## src/include/airtc_defines.svh

```systemverilog
/*
 Offsets, field positions, reset values and timing counts of the
 ambient infrared ADC timing configuration block.
 Assumes inclusion by bare name from files under verilog/ and include/.
*/
`ifndef AIRTC_DEFINES_SVH
`define AIRTC_DEFINES_SVH

// register indices; byte address is four times the index
`define AIRTC_IDX_LED_SPARE 6'h1C
`define AIRTC_IDX_REC_PERIOD 6'h1D
`define AIRTC_IDX_INT_SCALE 6'h1E
`define AIRTC_IDX_SPAN_SEL 6'h1F
`define AIRTC_IDX_CTRL 6'h20
`define AIRTC_IDX_STATUS 6'h21

// field positions
`define AIRTC_REC_CODE_HI 6
`define AIRTC_REC_CODE_LO 4
`define AIRTC_SCALE_HI 2
`define AIRTC_SCALE_LO 0
`define AIRTC_SPAN_BIT 5
`define AIRTC_SPAN_KEEP_HI 4
`define AIRTC_CTRL_START_BIT 0
`define AIRTC_STAT_BUSY_BIT 0
`define AIRTC_STAT_DONE_BIT 1

// reset values
`define AIRTC_RST_LED_SPARE 8'h00
`define AIRTC_RST_REC_PERIOD 8'h70
`define AIRTC_RST_INT_SCALE 8'h00
`define AIRTC_RST_SPAN_SEL 8'h00

// sequencer revision codes
`define AIRTC_SEQ_REV_A03 8'h03

// timing: undivided ADC clock period over the system clock period
`define AIRTC_ADC_CLK_NS 50
`define AIRTC_SYS_CLK_NS 10
`define AIRTC_ADC_CLK_CYC ((`AIRTC_ADC_CLK_NS + `AIRTC_SYS_CLK_NS - 1) / `AIRTC_SYS_CLK_NS)
// base integration length in ADC clocks before scaling
`define AIRTC_BASE_INT_CLKS 16

`endif

```

## src/include/airtc_pkg.sv

```systemverilog
/*
 Types shared by the ambient infrared ADC timing configuration block.
 Assumes nothing beyond a SystemVerilog compiler.
*/
package airtc_pkg;
	typedef enum logic [1:0] {ST_IDLE, ST_RECOVER, ST_INTEGRATE, ST_STORE} airtc_state_t;
endpackage

```

## src/verilog/airtc_tick_div.sv

```systemverilog
/*
 ADC clock enable divider: one-cycle tick every base*2^shift system cycles.
 Assumes a single system clock with synchronous active-high reset.
*/
`timescale 1ns/10ps
`default_nettype none
`include "airtc_defines.svh"

module airtc_tick_div
(
	input wire logic i_clk, // system clock
	input wire logic i_srst, // sync reset, high
	input wire logic i_run, // count while high, restart when low
	input wire logic [2:0] i_shift, // power-of-two divide exponent
	output logic o_tick // one-cycle ADC clock enable
);
	import airtc_pkg::*;

	localparam logic [9:0] BASE_CYC = 10'(`AIRTC_ADC_CLK_CYC);

	logic [9:0] cnt_reg;
	logic [9:0] term;

	assign term = 10'(BASE_CYC << i_shift);
	assign o_tick = i_run && (cnt_reg == term - 10'h001);

	always_ff @(posedge i_clk)
	begin
		if (i_srst || !i_run || o_tick)
			cnt_reg <= 10'h000;
		else
			cnt_reg <= cnt_reg + 10'h001;
	end
endmodule
`default_nettype wire

```

## src/verilog/airtc_top.sv

```systemverilog
/*
 Ambient infrared ADC timing configuration: APB register file holding the
 recovery period, integration scale, signal span and spare LED byte, plus the
 measurement sequencer that applies all but the spare LED byte.
 Assumes an APB master on I_CLK and an ADC front end that follows the
 recovering / integrating / store strobes on the same clock.
*/
`timescale 1ns/10ps
`default_nettype none
`include "airtc_defines.svh"

module airtc_top
#(
	parameter logic [7:0] P_SEQ_REV = `AIRTC_SEQ_REV_A03 // sequencer revision
)
(
	input wire logic I_CLK, // system clock, 100 MHz
	input wire logic I_SRST, // sync reset, high
	input wire logic [7:0] I_PADDR, // apb byte address
	input wire logic I_PSEL, // apb select
	input wire logic I_PENABLE, // apb access phase
	input wire logic I_PWRITE, // apb direction
	input wire logic [31:0] I_PWDATA, // apb write data
	input wire logic [3:0] I_PSTRB, // apb byte strobes
	output logic [31:0] O_PRDATA, // apb read data
	output logic O_PREADY, // apb ready
	output logic O_PSLVERR, // apb error on unmapped address
	output logic O_IR_CLK_EN, // ADC clock enable tick
	output logic O_IR_RECOVERING, // recovery in progress
	output logic O_IR_INTEGRATING, // integration in progress
	output logic O_IR_RESULT_STORE, // result hand-off pulse
	output logic O_IR_SPAN_HIGH, // high signal range in use
	output logic [2:0] O_IR_SCALE, // applied scale exponent
	output airtc_pkg::airtc_state_t O_SEQ_STATE // sequencer state
);
	import airtc_pkg::*;

	localparam logic REV_OK = (P_SEQ_REV >= `AIRTC_SEQ_REV_A03);
	localparam logic [4:0] BASE_INT_LAST = 5'(`AIRTC_BASE_INT_CLKS - 1);
	// named bytes so that reset fields can be part-selected
	localparam logic [7:0] RST_REC_BYTE = `AIRTC_RST_REC_PERIOD;
	localparam logic [7:0] RST_SCALE_BYTE = `AIRTC_RST_INT_SCALE;
	localparam logic [7:0] RST_SPAN_BYTE = `AIRTC_RST_SPAN_SEL;

	logic [7:0] led_spare_reg;
	logic [2:0] rec_code_reg;
	logic [2:0] scale_reg;
	logic span_reg;
	logic [4:0] span_keep_reg;
	logic done_reg;
	logic [31:0] prdata_reg;
	logic slverr_reg;
	airtc_state_t state_reg;
	airtc_state_t state_next;
	logic [2:0] rec_code_lat_reg;
	logic [2:0] scale_lat_reg;
	logic span_lat_reg;
	logic [8:0] rec_cnt_reg;
	logic [4:0] int_cnt_reg;
	logic [8:0] rec_last;
	logic tick;
	logic wr_en;
	logic rd_setup;
	logic wr_lane0;
	logic start_req;
	logic addr_ok;
	logic [5:0] idx;
	logic [7:0] rd_byte;

	assign idx = I_PADDR[7:2];
	assign addr_ok = (I_PADDR[1:0] == 2'h0) && (idx >= `AIRTC_IDX_LED_SPARE) && (idx <= `AIRTC_IDX_STATUS);
	assign wr_en = I_PSEL && I_PENABLE && I_PWRITE && addr_ok;
	assign wr_lane0 = wr_en && I_PSTRB[0];
	assign rd_setup = I_PSEL && !I_PENABLE;
	assign start_req = wr_lane0 && (idx == `AIRTC_IDX_CTRL) && I_PWDATA[`AIRTC_CTRL_START_BIT];

	// zero-wait slave: read data is captured during setup
	assign O_PREADY = 1'b1;
	assign O_PRDATA = prdata_reg;
	assign O_PSLVERR = slverr_reg && I_PSEL && I_PENABLE;

	always_comb
	begin
		rd_byte = 8'h00;
		unique case (idx)
			`AIRTC_IDX_LED_SPARE: rd_byte = led_spare_reg;
			`AIRTC_IDX_REC_PERIOD: rd_byte = {1'b0, rec_code_reg, 4'h0};
			`AIRTC_IDX_INT_SCALE: rd_byte = {5'h00, scale_reg};
			`AIRTC_IDX_SPAN_SEL: rd_byte = {2'h0, span_reg, span_keep_reg};
			`AIRTC_IDX_STATUS: rd_byte = {6'h00, done_reg, state_reg != ST_IDLE};
			default: rd_byte = 8'h00;
		endcase
	end

	always_ff @(posedge I_CLK)
	begin
		if (I_SRST)
		begin
			prdata_reg <= 32'h0000_0000;
			slverr_reg <= 1'b0;
		end
		else if (rd_setup)
		begin
			prdata_reg <= {24'h00_0000, (addr_ok && !I_PWRITE) ? rd_byte : 8'h00};
			slverr_reg <= !addr_ok;
		end
	end

	// configuration registers; reserved bits of the recovery byte read as zero
	always_ff @(posedge I_CLK)
	begin
		if (I_SRST)
		begin
			led_spare_reg <= `AIRTC_RST_LED_SPARE;
			rec_code_reg <= RST_REC_BYTE[`AIRTC_REC_CODE_HI:`AIRTC_REC_CODE_LO];
			scale_reg <= RST_SCALE_BYTE[`AIRTC_SCALE_HI:`AIRTC_SCALE_LO];
			span_reg <= RST_SPAN_BYTE[`AIRTC_SPAN_BIT];
			span_keep_reg <= RST_SPAN_BYTE[`AIRTC_SPAN_KEEP_HI:0];
		end
		else if (wr_lane0)
		begin
			unique case (idx)
				`AIRTC_IDX_LED_SPARE: led_spare_reg <= I_PWDATA[7:0];
				`AIRTC_IDX_REC_PERIOD: rec_code_reg <= I_PWDATA[`AIRTC_REC_CODE_HI:`AIRTC_REC_CODE_LO];
				`AIRTC_IDX_INT_SCALE: scale_reg <= I_PWDATA[`AIRTC_SCALE_HI:`AIRTC_SCALE_LO];
				`AIRTC_IDX_SPAN_SEL:
				begin
					span_reg <= I_PWDATA[`AIRTC_SPAN_BIT];
					// stored as written; software is expected to write back what it read
					span_keep_reg <= I_PWDATA[`AIRTC_SPAN_KEEP_HI:0];
				end
				default: led_spare_reg <= led_spare_reg;
			endcase
		end
	end

	// settings are latched at start so a mid-measurement write cannot tear a conversion
	always_ff @(posedge I_CLK)
	begin
		if (I_SRST)
		begin
			rec_code_lat_reg <= 3'h0;
			scale_lat_reg <= 3'h0;
			span_lat_reg <= 1'b0;
		end
		else if (state_reg == ST_IDLE && start_req)
		begin
			rec_code_lat_reg <= rec_code_reg;
			scale_lat_reg <= REV_OK ? scale_reg : 3'h0;
			span_lat_reg <= REV_OK ? span_reg : 1'b0;
		end
	end

	airtc_tick_div u_tick_div
	(
		.i_clk(I_CLK),
		.i_srst(I_SRST),
		.i_run(state_reg != ST_IDLE && state_reg != ST_STORE),
		.i_shift(scale_lat_reg),
		.o_tick(tick)
	);

	// code 0 is a single clock; other codes run 2^(code+2)-1 clocks, last tick index below
	assign rec_last = (rec_code_lat_reg == 3'h0) ? 9'h000 : 9'((10'h004 << rec_code_lat_reg) - 10'h002);

	always_comb
	begin
		state_next = state_reg;
		unique case (state_reg)
			ST_IDLE: if (start_req) state_next = ST_RECOVER;
			ST_RECOVER: if (tick && rec_cnt_reg == rec_last) state_next = ST_INTEGRATE;
			ST_INTEGRATE: if (tick && int_cnt_reg == BASE_INT_LAST) state_next = ST_STORE;
			ST_STORE: state_next = ST_IDLE;
		endcase
	end

	always_ff @(posedge I_CLK)
	begin
		if (I_SRST)
			state_reg <= ST_IDLE;
		else
			state_reg <= state_next;
	end

	// recovery and integration counts advance only on divided ADC ticks
	always_ff @(posedge I_CLK)
	begin
		if (I_SRST || state_reg == ST_IDLE)
		begin
			rec_cnt_reg <= 9'h000;
			int_cnt_reg <= 5'h00;
		end
		else if (tick && state_reg == ST_RECOVER)
			rec_cnt_reg <= rec_cnt_reg + 9'h001;
		else if (tick && state_reg == ST_INTEGRATE)
			int_cnt_reg <= int_cnt_reg + 5'h01;
	end

	// done flag: a store in the clearing cycle keeps it set
	always_ff @(posedge I_CLK)
	begin
		if (I_SRST)
			done_reg <= 1'b0;
		else if (state_reg == ST_STORE)
			done_reg <= 1'b1;
		else if (wr_lane0 && idx == `AIRTC_IDX_STATUS && I_PWDATA[`AIRTC_STAT_DONE_BIT])
			done_reg <= 1'b0;
	end

	assign O_IR_CLK_EN = tick;
	assign O_IR_RECOVERING = (state_reg == ST_RECOVER);
	assign O_IR_INTEGRATING = (state_reg == ST_INTEGRATE);
	assign O_IR_RESULT_STORE = (state_reg == ST_STORE);
	assign O_IR_SPAN_HIGH = span_lat_reg;
	assign O_IR_SCALE = scale_lat_reg;
	assign O_SEQ_STATE = state_reg;

	// helper: cycles since the last tick inside a measurement
	logic [9:0] gap_reg;
	always_ff @(posedge I_CLK)
	begin
		if (I_SRST || state_reg == ST_IDLE || state_reg == ST_STORE || tick)
			gap_reg <= 10'h000;
		else
			gap_reg <= gap_reg + 10'h001;
	end

	AST_TICK_PERIOD: assert property (@(posedge I_CLK) disable iff (I_SRST)
		tick |-> gap_reg == 10'((10'(`AIRTC_ADC_CLK_CYC) << scale_lat_reg) - 10'h001))
		else $error("adc tick spacing does not match the scale");

	AST_TICK_MIN_GAP: assert property (@(posedge I_CLK) disable iff (I_SRST)
		tick |=> !tick [*4])
		else $error("adc ticks closer than one undivided adc clock");

	AST_REC_END: assert property (@(posedge I_CLK) disable iff (I_SRST)
		(state_reg == ST_RECOVER && tick && rec_cnt_reg == rec_last) |=> state_reg == ST_INTEGRATE)
		else $error("recovery did not end after its programmed length");

	AST_REC_NOT_EARLY: assert property (@(posedge I_CLK) disable iff (I_SRST)
		(state_reg == ST_RECOVER && rec_cnt_reg != rec_last) |=> state_reg == ST_RECOVER)
		else $error("recovery left early");

	AST_INT_LEN: assert property (@(posedge I_CLK) disable iff (I_SRST)
		$rose(O_IR_RESULT_STORE) |-> $past(int_cnt_reg) == BASE_INT_LAST && $past(tick))
		else $error("integration ended at the wrong count");

	AST_ORDER: assert property (@(posedge I_CLK) disable iff (I_SRST)
		$rose(O_IR_INTEGRATING) |-> $past(state_reg) == ST_RECOVER)
		else $error("integration began without recovery");

	AST_STORE_PULSE: assert property (@(posedge I_CLK) disable iff (I_SRST)
		O_IR_RESULT_STORE |=> !O_IR_RESULT_STORE && done_reg && state_reg == ST_IDLE)
		else $error("store strobe not a single pulse with done set");

	AST_SPAN_LATCH: assert property (@(posedge I_CLK) disable iff (I_SRST)
		(state_reg == ST_IDLE && start_req) |=> O_IR_SPAN_HIGH == (REV_OK && $past(span_reg)))
		else $error("span select not applied at start");

	AST_LEGACY_REV: assert property (@(posedge I_CLK) disable iff (I_SRST)
		!REV_OK |-> O_IR_SCALE == 3'h0 && !O_IR_SPAN_HIGH)
		else $error("scale or span acted on an old sequencer revision");
endmodule
`default_nettype wire

```

## config.mk

```make
export PLATFORM = sky130hd
export DESIGN_NAME = airtc_top
export DESIGN_NICKNAME = d
export VERILOG_FILES = /design/src/include/airtc_pkg.sv /design/src/verilog/airtc_tick_div.sv /design/src/verilog/airtc_top.sv
export VERILOG_INCLUDE_DIRS = /design/src /design/src/include
export SDC_FILE = /design/constraint.sdc
export NUM_CORES = 1
export LEC_CHECK = 0
export BUFFER_PORTS_ARGS = -buffer_cell sky130_fd_sc_hd__buf_2
export CORE_MARGIN = 8
export CORE_UTILIZATION = 48
export DETAILED_ROUTE_END_ITERATION = 12
export GPL_ROUTABILITY_DRIVEN = 0
export GPL_TIMING_DRIVEN = 0
export PLACE_DENSITY = 0.87
export SETUP_SLACK_MARGIN = 0.02
export SLEW_MARGIN = 20
export SYNTH_ARGS = -nofsm -noshare
export SYNTH_HDL_FRONTEND = slang
export SYNTH_SLANG_ARGS = --single-unit
```

## constraint.sdc

```tcl
create_clock -name I_CLK -period 3.25 [get_ports I_CLK]
set_clock_uncertainty 0.15 [all_clocks]
set_input_delay 0.1625 -clock I_CLK [delete_from_list [all_inputs] [get_ports I_CLK]]
set_output_delay 0.1625 -clock I_CLK [all_outputs]
set_load 0.1 [all_outputs]
```

==> metrics.csv <==
stage;metric;value;unit
sta;Tcrit/Tclk final;94.61;%
drt;Routed Antenna Nets;0;
cts;CTS tree;yes;
drt;WL final;8.540;mm
logic_synthesis;Ys Warns;0;
die;core region area;7137;um^2
logic_synthesis;post-synthesis register bit count;63;
layout;n_diodes;0;
drt;Iteration-0 DRC Markers;180;
logic_synthesis;Post-Synthesis Cell Area;3470;um^2
sta;f_max;0.3252;GHz
worst_hold_path;min-delay worst type;input port to flip-flop;
setup_path;worst endpoint data arrival time;3170;ps
setup_path;CP startpoint kind;flip-flop;
die;total die area;10210;um^2
layout;final cell area excluding filler cells;4270;um^2
global_routing;GRT Overall Usage;17.43;%
global_routing;initial antenna violation count;0;
drt;Detailed Routing Iterations Pass 1;4;
cts;CTS clk-pin slew, worst paths;70;ps
logic_synthesis;Post-synth EDFFs;0;
placement;IO buf count;38;
sta;final setup violation count;0;
cts;CTS Root Cell;clkbuf_8;
die;Initial Utilization;48.62;%
layout;nets;563;
drt;Vias per Instance;5.256;
setup_path;Worst EP required;3340;ps
drt;via count;3201;
setup_path;CP peak stage delay;450;ps
layout;final non-filler cell total;609;
placement;Placed Cells;582;
layout;fin util;59.84;%
setup_path;Worst Reg-to-Reg Cells;10;
sta;Slew @ Worst Pin;961.7;ps
cts;Clk Latency, worst-skew pair;340;ps
layout;Area Growth Syn to Fin;23.08;%
sta;max-slew violation count;0;
cts;Clock Tree Buf Depth;2;
drt;per-cell routed wire length;14.02;um
logic_synthesis;Synth cell types;50;
layout;max FFs per register;10;
global_routing;largest net degree at the start of global routing;12;
job;max cap viols;0;
drt;# DRC;0;
pwr;IR drop worst, VDD;0.2595;mV
die;row count;31;
layout;Multi-input gate area;1986;um^2
logic_synthesis;post-synthesis cell count;422;
global_routing;GRT overflow;0;
global_routing;vias in the first global route;3088;
placement;Area after DPL;3923;um^2
worst_hold_path;Min-Delay Path Depth;3;
pwr;PD cells;421.5;nW/um^2
logic_synthesis;Async SR Flop Fraction;0;%
setup_path;kind of critical path;flip-flop to flip-flop;
setup_path;Cell Chain, Critical Path;buf_6, or3b_4, ha_4, xor2_1, mux2i_1, o31ai_2, nand3b_1, clkbuf_1, nor2_2, nor3_1;
pwr;Lkg Pwr;1.705;nW
layout;FF+latch area;1270;um^2
setup_path;Critical Path Slowest Stage Cell;clkbuf_1;
global_routing;first-pass GRT wire length;14.30;mm
layout;layout cell share with drive strength beyond 1;21.57;%
sta;RSZ-0062 raised after global routing;false;
setup_path;CP max FO;10;
logic_synthesis;predominant post-synthesis flop cell;dfxtp_1;
setup_path;Setup crit end kind;flip-flop;
status;status;complete, no violations;
sta;Hold Violations, Final;0;
logic_synthesis;register area share after synthesis;36.35;%
cts;H-tree lvl count;3;
placement;DP HPWL;6.213;mm
die;Die Ht;101.0;um
sta;Slew HR;35.40;%
cts;Sink Count;63;
die;Die Width;101.0;um
die;io pins;93;
layout;Fillers;613;
sta;Tmin final;3075;ps
cts;number of buffers created by CTS;9;
logic_synthesis;mean area per synthesized cell;8.222;um^2
## routing by layer
metal	share of wire [%]	vias to the layer above	GRT usage, %	wire length [um]
met3	6.7	15	3.798	571
met1	43	1489	20.24	3659
met2	48	112	29.39	4132
li1	-	1585	-	-
met4	2.1	0	8.935	178
met5	0	-	0	0
## cells by family after synthesis
family / Yosys count / synth area share, %
buffers and inverters: 66 / 10.75
XOR/XNOR: 23 / 5.806
other: 2 / 0.2165
multiplexers: 28 / 8.150
flip-flops: 63 / 36.35
AND/OR/NAND/NOR: 172 / 24.09
adder cells (fa/ha/maj): 9 / 3.246
AO/OA/AOI/OAI: 59 / 11.40
## critical path: cells and delay by family (launching register included)
family                   cells  cell delay (ps)
AND/OR/NAND/NOR              4             1060
buffers and inverters        2              590
flip-flops                   1              370
multiplexers                 1              260
XOR/XNOR                     1              230
adder cells (fa/ha/maj)      1              180
AO/OA/AOI/OAI                1              130
## synthesized netlist by cell type, types with 2 or more instances
master    instances  share of area, %
a211o_1           3              0.76
a211oi_1          5               1.1
a21oi_1          20               2.9
a22o_1            4               1.0
a22oi_1           6               1.3
a31oi_1           2              0.36
and3_1            4              0.72
buf_1             2              0.22
buf_2             4              0.58
buf_4            27               5.8
clkbuf_1         17               1.8
conb_1            2              0.22
dfxtp_1          63                36
ha_1              9               3.2
inv_1            14               1.5
mux2_2            2              0.65
mux2i_1          26               7.5
nand2_1          30               3.2
nand2b_1          5              0.90
nand3_1          14               2.0
nand3b_1          3              0.65
nand4_1           7               1.3
nor2_1           57               6.2
nor2b_1           4              0.72
nor3_1           23               3.3
nor3b_1           3              0.65
nor4_1           10               1.8
o21ai_0           7               1.0
o31ai_1           2              0.43
or2_2             2              0.36
or3_1             3              0.54
or4_1             3              0.65
xnor2_1          18               4.5
xor2_1            5               1.3
## power by group
part | total, mW | internal [mW] | switching (mW)
clock | 0.643 | 0.340 | 0.302
sequential | 0.783 | 0.776 | 0.00695
combinational | 0.374 | 0.0880 | 0.286
## repair_timing
action,in CTS,in global routing
buffers inserted,3,3
endpoints found under the hold margin,20,0
cloned,0,0
hold buffers,8,0
pin swaps,3,3
setup endpoints to repair,13,26
gates resized for setup,10,5
## layout make-up
cell class	count	area share [%]
Multi-Input combinational cell	316	46.50
Sequential cell	63	29.74
Timing Repair Buffer	52	7.735
Buffer	49	7.501
Clock buffer	14	4.043
Tap cell	99	2.901
Inverter	14	1.231
Clock inverter	2	0.3516
## placed cells by master (no fill, tap or decap), drive strengths merged, types with 6 or more instances in the layout
master and instances:
conb 25, dlygate4sd3 8, dfxtp 63, a21oi 20, o21ai 7, nor3 23
nor2 57, nand2 30, a22oi 6, clkbuf 31, nand4 7, mux2i 26
nand3 14, ha 9, xnor2 18, inv 14, buf 76, nor4 10
## stage by stage
stage / TNS [ps] / power (mW) / hold slack, ps / worst slack [ps]
2_1_floorplan: -38.47 / 1.093 / 130.4 / -26.80
6_report: 0 / 1.800 / 12.87 / 175.2
3_5_place_dp: -154.2 / 1.145 / 246.3 / -89.82
3_3_place_gp: 0 / 1.143 / 246.0 / 8.302
5_1_grt: 0 / 1.865 / 47.55 / 32.02
4_1_cts: 0 / 1.797 / 11.62 / 22.22
## path summary, 6_finish.rpt
kind,startpoint,to,slack [ps]
worst max-delay path,O_IR_SCALE[1],u_tick_div.cnt_reg[4],180
worst min-delay path,I_SRST,u_tick_div.cnt_reg[1],10
worst max register to register,O_IR_SCALE[1],u_tick_div.cnt_reg[4],180
worst min register to register,led_spare_reg[0],led_spare_reg[0],300
Power figures use the tool's default switching activity.
